File: config.mk
export PLATFORM = sky130hd
export DESIGN_NAME = mear_regs
export DESIGN_NICKNAME = d
export VERILOG_FILES = /design/src/mear_regs.v
export VERILOG_INCLUDE_DIRS = /design/src
export SDC_FILE = /design/constraint.sdc
export NUM_CORES = 1
export LEC_CHECK = 0
export BUFFER_PORTS_ARGS = -buffer_cell sky130_fd_sc_hd__buf_2
export CAP_MARGIN = 20
export CORE_MARGIN = 8
export CORE_UTILIZATION = 35
export CTS_CLUSTER_DIAMETER = 30
export DETAILED_ROUTE_END_ITERATION = 7
export GPL_ROUTABILITY_DRIVEN = 0
export GPL_TIMING_DRIVEN = 0
export PLACE_DENSITY = 0.61
export SLEW_MARGIN = 20
export SYNTH_ARGS = -nofsm -noshare
export SYNTH_HDL_FRONTEND = slang
export SYNTH_SLANG_ARGS = --single-unit
File: constraint.sdc
create_clock -name sys_clk -period 4.6 [get_ports sys_clk]
set_input_delay 0.46 -clock sys_clk [delete_from_list [all_inputs] [get_ports sys_clk]]
set_output_delay 0.46 -clock sys_clk [all_outputs]
set_load 0.01 [all_outputs]
File: src/mear_defines.vh
`ifndef MEAR_DEFINES_VH
`define MEAR_DEFINES_VH

// Byte addresses of the advanced register set
`define MEAR_ADDR_STATUS     8'hf0
`define MEAR_ADDR_WINCTL     8'hf2
`define MEAR_ADDR_RATE_HI    8'hf3
`define MEAR_ADDR_RATE_LO    8'hf4
`define MEAR_ADDR_AVG        8'hf5
`define MEAR_ADDR_DEB_TIME   8'hf6
`define MEAR_ADDR_DEB_BATCH  8'hf7
`define MEAR_ADDR_TRN_SENS   8'hf8
`define MEAR_ADDR_NSE_SENS   8'hf9
`define MEAR_ADDR_SIG_HI     8'hfa
`define MEAR_ADDR_SIG_LO     8'hfb
`define MEAR_ADDR_DC_HI      8'hfc
`define MEAR_ADDR_DC_LO      8'hfd

// Status register bit positions
`define MEAR_BIT_REFRESH     4
`define MEAR_BIT_NEWSAMP     3
`define MEAR_BIT_ORIGIN      2
`define MEAR_BIT_NOISE       1
`define MEAR_BIT_TRANS       0

// Window control field positions
`define MEAR_LOCK_HI         7
`define MEAR_LOCK_LO         5
`define MEAR_WSIZE_HI        4
`define MEAR_WSIZE_LO        3
`define MEAR_URATE_HI        2
`define MEAR_URATE_LO        0

// Window size codes
`define MEAR_WSIZE_RSVD      2'h0
`define MEAR_WSIZE_SMALL     2'h1
`define MEAR_WSIZE_MEDIUM    2'h2
`define MEAR_WSIZE_LARGE     2'h3

// Limit update period: base samples plus rate times step
`define MEAR_UPD_BASE        5'h04
`define MEAR_UPD_STEP        5'h02

// Reset values
`define MEAR_RST_BYTE        8'h00
`define MEAR_RST_WORD        16'h0000
`define MEAR_RST_CNT         5'h00

`endif

File: src/mear_regs.v
// Summary of operation
// - Engine logic never writes configuration registers; software must load them.
// - Init run with refresh bit set fires a fast buffer fill request.
// - Setting refresh bit clears motion history; buffers refill at the next init run.
// - After wake-up software sets refresh, runs init, then detects awhile.
// - New-sample flag sets whenever a fresh sample lands in signal pair.
// - Origin bit follows each motion event: 0 normal, 1 extended detector.
// - Noise flag sets on detected noise; software clears it.
// - Transient flag sets on detected transient; software clears it.
// - Lock level bits 7:5 give minimum slope accepted as motion.
// - Window size bits 4:3 select reserved, small, medium or large.
// - Limits recompute every four plus twice update-rate samples.
// - Sixteen-bit read-only processing headroom at F3h and F4h.
// - Byte at F5h sets averaging of incoming samples.
// - Byte at F6h sets motion debounce duration.
// - Byte at F7h sets out-of-window samples needed per debounce count.
// - Byte at F8h sets transient detection sensitivity.
// - Byte at F9h sets noise detection sensitivity.
// - Sixteen-bit read-only sensor sample at FAh and FBh.
`include "mear_defines.vh"

module mear_regs (
  input  wire        sys_clk,          // System clock
  input  wire        reset_n,          // Synchronous reset, low active
  input  wire [7:0]  reg_addr,         // Register byte address
  input  wire [7:0]  reg_wdata,        // Write data
  input  wire        reg_wr,           // Write strobe
  input  wire        reg_rd,           // Read strobe
  output reg  [7:0]  reg_rdata,        // Read data, cycle after strobe
  input  wire        init_start,       // Engine init routine pulse
  input  wire        sample_valid,     // Fresh sensor sample pulse
  input  wire [15:0] sample_value,     // Fresh sensor sample
  input  wire        motion_event,     // Motion detected pulse
  input  wire        motion_extended,  // Event came from extended detector
  input  wire        noise_event,      // Noise detected pulse
  input  wire        transient_event,  // Transient detected pulse
  input  wire        dc_valid,         // New DC level pulse
  input  wire [15:0] dc_value,         // New DC level
  input  wire [15:0] headroom_value,   // Processing headroom from engine
  output reg         fast_fill_r,      // Fast buffer fill request pulse
  output reg         history_clear_r,  // Motion history reset pulse
  output reg         limit_update_r,   // Control limit recompute pulse
  output reg         slope_ok_r,       // Last sample slope meets lock level
  output reg  [2:0]  lock_level_r,     // Lock level field
  output reg  [1:0]  window_size_r,    // Window size field
  output reg         window_valid_r,   // Window size not reserved
  output reg  [2:0]  update_rate_r,    // Update rate field
  output reg  [7:0]  averaging_r,      // Averaging amount
  output reg  [7:0]  debounce_time_r,  // Debounce duration
  output reg  [7:0]  debounce_batch_r, // Debounce batch mask
  output reg  [6:0]  trans_sens_r,     // Transient sensitivity
  output reg  [6:0]  noise_sens_r      // Noise sensitivity
);

  // Status flags
  reg        refresh_r;
  reg        newsamp_r;
  reg        origin_r;
  reg        noise_r;
  reg        trans_r;
  reg        refresh_nxt;
  reg        newsamp_nxt;
  reg        noise_nxt;
  reg        trans_nxt;

  // Engine-side data words
  reg [15:0] sample_r;
  reg [15:0] dc_r;
  reg [15:0] headroom_r;

  // Limit update sample counter
  reg [4:0]  upd_cnt_r;
  reg [4:0]  upd_cnt_nxt;
  reg        upd_fire;
  wire [4:0] upd_period;

  // Slope check
  reg [15:0] slope_mag;

  // Read mux
  reg [7:0]  rd_nxt;

  wire       wr_status;
  wire       wr_winctl;

  assign wr_status = reg_wr && (reg_addr == `MEAR_ADDR_STATUS);
  assign wr_winctl = reg_wr && (reg_addr == `MEAR_ADDR_WINCTL);

  // Period in samples from update rate
  assign upd_period = `MEAR_UPD_BASE
                    + ({2'h0, update_rate_r} * `MEAR_UPD_STEP);

  // Flag next values; a hardware set wins over a software clear
  always @*
  begin
    refresh_nxt = refresh_r;
    newsamp_nxt = newsamp_r;
    noise_nxt   = noise_r;
    trans_nxt   = trans_r;
    if (wr_status)
    begin
      refresh_nxt = reg_wdata[`MEAR_BIT_REFRESH];
      newsamp_nxt = reg_wdata[`MEAR_BIT_NEWSAMP];
      noise_nxt   = reg_wdata[`MEAR_BIT_NOISE];
      trans_nxt   = reg_wdata[`MEAR_BIT_TRANS];
    end
    if (sample_valid)
      newsamp_nxt = 1'b1;
    if (noise_event)
      noise_nxt = 1'b1;
    if (transient_event)
      trans_nxt = 1'b1;
  end

  // Status register and pulses derived from it
  always @(posedge sys_clk)
  begin
    if (!reset_n)
    begin
      refresh_r       <= 1'b0;
      newsamp_r       <= 1'b0;
      origin_r        <= 1'b0;
      noise_r         <= 1'b0;
      trans_r         <= 1'b0;
      fast_fill_r     <= 1'b0;
      history_clear_r <= 1'b0;
    end
    else
    begin
      refresh_r <= refresh_nxt;
      newsamp_r <= newsamp_nxt;
      noise_r   <= noise_nxt;
      trans_r   <= trans_nxt;
      if (motion_event)
        origin_r <= motion_extended;
      // Init with refresh armed asks for fast fill
      fast_fill_r <= init_start && refresh_r;
      // Setting refresh drops motion history
      history_clear_r <= wr_status && !refresh_r
                      && reg_wdata[`MEAR_BIT_REFRESH];
    end
  end

  // Window control register and its decoded fields
  always @(posedge sys_clk)
  begin
    if (!reset_n)
    begin
      lock_level_r   <= 3'h0;
      window_size_r  <= `MEAR_WSIZE_RSVD;
      window_valid_r <= 1'b0;
      update_rate_r  <= 3'h0;
    end
    else if (wr_winctl)
    begin
      lock_level_r  <= reg_wdata[`MEAR_LOCK_HI:`MEAR_LOCK_LO];
      window_size_r <= reg_wdata[`MEAR_WSIZE_HI:`MEAR_WSIZE_LO];
      window_valid_r <= (reg_wdata[`MEAR_WSIZE_HI:`MEAR_WSIZE_LO]
                         != `MEAR_WSIZE_RSVD);
      update_rate_r <= reg_wdata[`MEAR_URATE_HI:`MEAR_URATE_LO];
    end
  end

  // Plain configuration bytes, written only by software
  always @(posedge sys_clk)
  begin
    if (!reset_n)
    begin
      averaging_r      <= `MEAR_RST_BYTE;
      debounce_time_r  <= `MEAR_RST_BYTE;
      debounce_batch_r <= `MEAR_RST_BYTE;
      trans_sens_r     <= 7'h00;
      noise_sens_r     <= 7'h00;
    end
    else if (reg_wr)
    begin
      case (reg_addr)
        `MEAR_ADDR_AVG:       averaging_r      <= reg_wdata;
        `MEAR_ADDR_DEB_TIME:  debounce_time_r  <= reg_wdata;
        `MEAR_ADDR_DEB_BATCH: debounce_batch_r <= reg_wdata;
        `MEAR_ADDR_TRN_SENS:  trans_sens_r     <= reg_wdata[6:0];
        `MEAR_ADDR_NSE_SENS:  noise_sens_r     <= reg_wdata[6:0];
        default:
        begin
        end
      endcase
    end
  end

  // Sample and DC words captured on their strobes, headroom every cycle
  always @(posedge sys_clk)
  begin
    if (!reset_n)
    begin
      sample_r   <= `MEAR_RST_WORD;
      dc_r       <= `MEAR_RST_WORD;
      headroom_r <= `MEAR_RST_WORD;
    end
    else
    begin
      if (sample_valid)
        sample_r <= sample_value;
      if (dc_valid)
        dc_r <= dc_value;
      headroom_r <= headroom_value;
    end
  end

  // Slope between successive samples
  always @*
  begin
    if (sample_value >= sample_r)
      slope_mag = sample_value - sample_r;
    else
      slope_mag = sample_r - sample_value;
  end

  // Slope qualification against lock level
  always @(posedge sys_clk)
  begin
    if (!reset_n)
      slope_ok_r <= 1'b0;
    else if (sample_valid)
      slope_ok_r <= (slope_mag >= {13'h0000, lock_level_r});
  end

  // Sample counter next state
  always @*
  begin
    upd_fire    = 1'b0;
    upd_cnt_nxt = upd_cnt_r;
    if (sample_valid)
    begin
      if ((upd_cnt_r + 5'h01) >= upd_period)
      begin
        upd_fire    = 1'b1;
        upd_cnt_nxt = `MEAR_RST_CNT;
      end
      else
        upd_cnt_nxt = upd_cnt_r + 5'h01;
    end
    if (history_clear_r)
    begin
      upd_fire    = 1'b0;
      upd_cnt_nxt = `MEAR_RST_CNT;
    end
  end

  // Limit update counter and pulse
  always @(posedge sys_clk)
  begin
    if (!reset_n)
    begin
      upd_cnt_r      <= `MEAR_RST_CNT;
      limit_update_r <= 1'b0;
    end
    else
    begin
      upd_cnt_r      <= upd_cnt_nxt;
      limit_update_r <= upd_fire;
    end
  end

  // Read data select; unmapped bytes read zero
  always @*
  begin
    case (reg_addr)
      `MEAR_ADDR_STATUS:    rd_nxt = {3'h0, refresh_r, newsamp_r,
                                      origin_r, noise_r, trans_r};
      `MEAR_ADDR_WINCTL:    rd_nxt = {lock_level_r, window_size_r,
                                      update_rate_r};
      `MEAR_ADDR_RATE_HI:   rd_nxt = headroom_r[15:8];
      `MEAR_ADDR_RATE_LO:   rd_nxt = headroom_r[7:0];
      `MEAR_ADDR_AVG:       rd_nxt = averaging_r;
      `MEAR_ADDR_DEB_TIME:  rd_nxt = debounce_time_r;
      `MEAR_ADDR_DEB_BATCH: rd_nxt = debounce_batch_r;
      `MEAR_ADDR_TRN_SENS:  rd_nxt = {1'b0, trans_sens_r};
      `MEAR_ADDR_NSE_SENS:  rd_nxt = {1'b0, noise_sens_r};
      `MEAR_ADDR_SIG_HI:    rd_nxt = sample_r[15:8];
      `MEAR_ADDR_SIG_LO:    rd_nxt = sample_r[7:0];
      `MEAR_ADDR_DC_HI:     rd_nxt = dc_r[15:8];
      `MEAR_ADDR_DC_LO:     rd_nxt = dc_r[7:0];
      default:              rd_nxt = 8'h00;
    endcase
  end

  // Read data valid only in the cycle after the strobe
  always @(posedge sys_clk)
  begin
    if (!reset_n)
      reg_rdata <= 8'h00;
    else if (reg_rd)
      reg_rdata <= rd_nxt;
    else
      reg_rdata <= 8'h00;
  end

endmodule // mear_regs

# Word level (Yosys, flattened, before mapping)
# Cells that the tools add are included.
# classes
n_mux	10
n_addsub	4
reduce_logical	18
bitwise	2
order_cmp	3
eq_ne	13
# ops
operator	n
$eq 8x8->1 const B	13
$pmux 8 s13	1
$sub 16x16->16	2
$ge 16x16->1	1
$ge 16x3->1	1
$mux 16	1
$reduce_and 2->1	6
$reduce_bool 2->1	4
$mux 1	7
$add 3x4->5 const A	1
$add 5x1->5 const B	1
$ge 5x5->1	1
$logic_and 1x1->1	5
$mux 5	1
$reduce_or 3->1	1
$not 1->1	2
$reduce_or 2->1	1
$logic_not 1->1	1
# totals
register_bits	117
wordCells	73
output_inout_bits	59

# Longest topological paths before layout
# depth
ltp_word	4
ltp_mapped	17
depth_no_buf	16

# Least setup slack after synthesis
# OpenSTA, ideal clock, no wires.
# synth_path
path_kind	input port to flip-flop
startpoint	input port sample_value[0]
endpoint	register slope_ok_r
arrival_time_ns	3.787
setup_time_ns	0.126
cell_stages	17
slack_ns	0.687
cell_sequence	inv_1 ha_1 inv_1 fa_1 a21o_4 o21a_1 o21a_1 o32ai_4 buf_6 mux2_2 ha_1 a21oi_1 nor2b_1 nor4b_1 o311ai_0 a2111oi_2 a21oi_1
# synth_via
elab_chain_len	3
elab_cells_between_ends	5
# synth_lines
item	line	source
start, declared	mear_regs.v:32	input wire [15:0] sample_value,
$sub 16x16->16 (tied with other cells)	mear_regs.v:215	slope_mag = sample_r - sample_value;
$mux 16 *	mear_regs.v:212	if (sample_value >= sample_r)
$ge 16x3->1 *	mear_regs.v:224	slope_ok_r <= (slope_mag >= {13'h0000, lock_level_r});
end signal, assigned	mear_regs.v:224	
end, declared	mear_regs.v:43	output reg slope_ok_r,
# Every way passes the cells marked *; elsewhere a longest branch is shown, timed or not.
# A chain may end at the register's enable or synchronous reset.

# Final worst setup path
# layout_path
startpoint	register sample_r[1]
endpoint	register slope_ok_r
# layout_via
elab_chain_len	3
elab_cells_between_ends	5
# layout_lines
item	line	source
start, declared	mear_regs.v:67	reg [15:0] sample_r;
start signal, assigned	mear_regs.v:195	sample_r <= `MEAR_RST_WORD;
start signal, assigned	mear_regs.v:202	sample_r <= sample_value;
$sub 16x16->16 (tied with other cells)	mear_regs.v:215	
$mux 16 *	mear_regs.v:212	
$ge 16x3->1 *	mear_regs.v:224	
# Marks and branches as above.

==> flow_summary_export.csv <==
group,metric,value,unit
route,met2_length,10500,um
clock_network,cts_tree,"done",
clock_network,cts_hold_buffers,0,
sta,rsz0062_at_grt,"no",
critical_path,crit_path_start_kind,"flip-flop",
global_route,antenna_found_initial,0,
placed_design,dp_hpwl,17900,um
worst_hold_path,worst_hold_path.endpoint,"headroom_r[6]",
critical_path,crit_type,"reg2reg",
clock_network,clk_latency,0.42,ns
power,peakVddDrop,0.000261,V
clock_network,numCtsBuffers,17,
floorplan,start_util,0.356,
global_route,gr-total-overflow,0,
placed_design,place_area,0.00789,mm2
worst_hold_path,hp-start,"headroom_value[6]",
route,ant_nets,0,
floorplan,ios,134,
critical_path,path_delay_family,"compound AO/OA/AOI/OAI gates",
critical_path,worstReg2RegStart,"sample_r[1]",
floorplan,rows,51,
power,cellLeakagePower,3.74,nW
sta,final-max-slew-violation-count,0,
clock_network,cts_htree_levels,4,
synth,ys_seq_area_frac,0.338,
power,powerDensity,343,mW/mm2
synth,ys_types,63,
synth,ys_async_sr_fraction,0,
route,route.detailed.wl_per_inst,18.7,um
route,wl_met1,9970,um
worst_hold_path,hold_class,"in2reg",
floorplan,die_x,157,um
critical_path,slowest_stage,"dfxtp_1",
route,routed_via_density,5.30,
placed_design,dp_cells,1189,
critical_path,cp_cell_sequence,"inv_1 > fa_1 > a21o_4 > o21a_1 > o21a_1 > o32ai_4 > buf_6 > mux2_2 > ha_1 > a21oi_1 > nor2b_1 > nor4b_1 > o311ai_0 > a2111oi_2 > a21oi_1",
route,top_layer,"met4",
synth,yosysWarnings,0,
sta,worst_pin_slew,0.866,ns
route,vias,6473,
sta,hold_violations,0,
route,first_pass_iters,4,
sta,maxSlewHeadroom,0.422,
critical_path,cp.arrival,4.59,ns
worst_hold_path,hold_depth,2,
global_route,grt_pass1_wl,35900,um
sta,skew,0.00617,ns
critical_path,critPathBufInv,2,
clock_network,cts_root_buffer,"clkbuf_16",
placed_design,io_buffer_count,127,
global_route,grt_pass1_vias,6436,
cells_and_area,antenna_cells,0,
cells_and_area,nNetsFinal,1060,
critical_path,r2r_setup_slack,0.30,ns
critical_path,cp-end-kind,"flip-flop",
critical_path,r2r_cells,15,
synth,avgSynthCellArea,8.69,um2
floorplan,dieArea,0.0245,mm2
synth,syn_nets,914,
cells_and_area,final_area,0.00853,mm2
route,met3WireLength,1630,um
route,routed_wl,22800,um
critical_path,path_max_fanout,10,
floorplan,die_y,157,um
global_route,grt_start_max_net_pins,17,
outcome,status,"completed",
sta,maxClockFrequency,233,MHz
critical_path,r2r_end,"slope_ok_r",
synth,synth_edf_count,0,
sta,finalCriticalPeriod,4.30,ns
clock_network,clk_path_buf_depth,2,
critical_path,cpPeakStageDelay,0.47,ns
route,drcViolationCount,0,
cells_and_area,syn2layout_area_growth,23.1,%
sta,whs,0.246,ns
sta,fin_crit_sh,0.935,
critical_path,cp_data_required_time,4.89,ns
clock_network,cts_resized,0,
sta,setup_ws,0.300,ns
run,cap_violations,0,
placed_design,dp_slack,0.0289,ns
clock_network,cts_sinks,117,
synth,syn_inst,797,
route,drt_iter0_markers,449,
sta,setup_viol_count_final,0,
global_route,grt_usage,0.188,
synth,synth_flop_cell,"dfxtp_1",
synth,synth.ff_latch_count,117,
floorplan,coreArea,0.0195,mm2
clock_network,postCtsSetupBuffers,0,
synth,syn-cell-area,0.00693,mm2
cells_and_area,final_layout_size_suffix_gt1_frac,0.198,
cells_and_area,final_cells,1221,
clock_network,clkTransAtPathRegs,0.06,ns
## flip-flops by register name (all words and copies together) (netlist names), 2 cells and up
| signal | cells |
|---|---|
| debounce_time_r | 8 |
| averaging_r | 8 |
| upd_cnt_r | 5 |
| window_size_r | 2 |
| reg_rdata | 8 |
| noise_sens_r | 7 |
| debounce_batch_r | 8 |
| sample_r | 16 |
| headroom_r | 16 |
| dc_r | 16 |
| trans_sens_r | 7 |
| update_rate_r | 3 |
| lock_level_r | 3 |
## power breakdown
part	total (W)	switching, W	internal, W
logic	0.000456	0.000262	0.000194
registers	0.00107	0.0000230	0.00104
clock network	0.00140	0.000495	0.000909
## placed cells by master, fill, tap and decap left out, types with 7 or more instances in the layout
cell type | netlist | final
nand2_1 | 47 | 47
inv_1 | 49 | 49
nand2b_1 | 14 | 14
ha_1 | 40 | 40
dfxtp_1 | 117 | 117
a21oi_1 | 43 | 43
clkbuf_1 | 34 | 34
a221oi_1 | 12 | 12
mux2_2 | 9 | 9
clkbuf_16 | 0 | 17
nor2b_1 | 64 | 64
mux2i_1 | 71 | 71
a21boi_0 | 25 | 25
a22oi_1 | 10 | 10
xnor2_1 | 7 | 7
nor2_1 | 40 | 40
a31oi_1 | 13 | 13
o22ai_1 | 7 | 7
nand3_1 | 44 | 44
a21o_1 | 10 | 10
buf_2 | 4 | 131
o21ai_0 | 21 | 21
and2_1 | 17 | 17
nor3_1 | 11 | 10
## cells by family (layout without fill, tap and decap cells)
logic type,after synthesis,after routing,synth area share
and+or+nand+nor,259,259,0.194
AOI/OAI and AO/OA,190,190,0.192
DFF,117,117,0.338
buffers and inverters,93,252,0.0544
muxes,83,83,0.127
adders and majority gates,42,42,0.0780
xor gates and xnor gates,13,13,0.0164
## through the flow
step	util	power [W]	setup TNS (ns)
6_report	0.438	0.00293	0
5_1_grt	0.438	0.00304	0
4_1_cts	0.438	0.00293	0
3_5_place_dp	0.406	0.00154	0
3_3_place_gp	0.406	0.00154	-0.0102
2_1_floorplan	-	0.00140	0
## per-layer routing
layer | global-route usage | vias to the layer above
met5 | 0 | -
met3 | 0.0485 | 43
met1 | 0.228 | 3007
li1 | - | 3149
met4 | 0.0796 | 0
met2 | 0.309 | 274
## cells in the mapped netlist (3+ instances only)
| cell | instances | area [um2] |
|---|---|---|
| a222oi_1 | 3 | 30.0 |
| a21o_1 | 10 | 75.1 |
| a211o_1 | 4 | 35.0 |
| nand2_1 | 47 | 176 |
| xor2_1 | 6 | 52.6 |
| o221ai_1 | 3 | 26.3 |
| and3_1 | 6 | 37.5 |
| dfxtp_1 | 117 | 2340 |
| a21oi_1 | 43 | 215 |
| o31ai_1 | 3 | 22.5 |
| xnor2_1 | 7 | 61.3 |
| nand4_1 | 6 | 37.5 |
| mux2_2 | 9 | 101 |
| a21boi_0 | 25 | 188 |
| o21ai_0 | 21 | 105 |
| inv_1 | 49 | 184 |
| buf_2 | 4 | 20.0 |
| mux2i_1 | 71 | 711 |
| o22ai_1 | 7 | 43.8 |
| a211oi_1 | 3 | 22.5 |
| a221oi_1 | 12 | 105 |
| nor3_1 | 11 | 55.1 |
| and2_1 | 17 | 106 |
| buf_1 | 3 | 11.3 |
| o21a_1 | 6 | 45.0 |
| mux4_2 | 3 | 67.6 |
| nand3_1 | 44 | 220 |
| o21bai_1 | 3 | 22.5 |
| a22oi_1 | 10 | 75.1 |
| nor2b_1 | 64 | 400 |
| buf_6 | 3 | 33.8 |
| o211ai_1 | 5 | 37.5 |
| nand2b_1 | 14 | 87.6 |
| a31oi_1 | 13 | 81.3 |
| nor2_1 | 40 | 150 |
| clkbuf_1 | 34 | 128 |
| ha_1 | 40 | 500 |
## worst max path at each step
stage / startpoint / endpoint / slack (ns) / cells past startpoint
2_1_floorplan: sample_value[0] / slope_ok_r / 0.69 / 17
4_1_cts: sample_r[0] / slope_ok_r / 0.24 / 16
5_1_grt: sample_r[1] / slope_ok_r / 0.02 / 15
3_3_place_gp: sample_value[0] / slope_ok_r / -0.01 / 18
6_report: sample_r[1] / slope_ok_r / 0.30 / 15
3_5_place_dp: sample_value[0] / slope_ok_r / 0.03 / 18
## cell type report
cell class	instances	area (um2)
Fill cell	1959	10900
Multi-Input combinational cell	587	4210
Sequential cell	117	2340
Timing Repair Buffer	127	636
Clock buffer	17	425
Tap cell	265	332
Clock inverter	15	204
Buffer	44	193
Inverter	49	184
No activity file was read; power rests on OpenSTA's default activity.
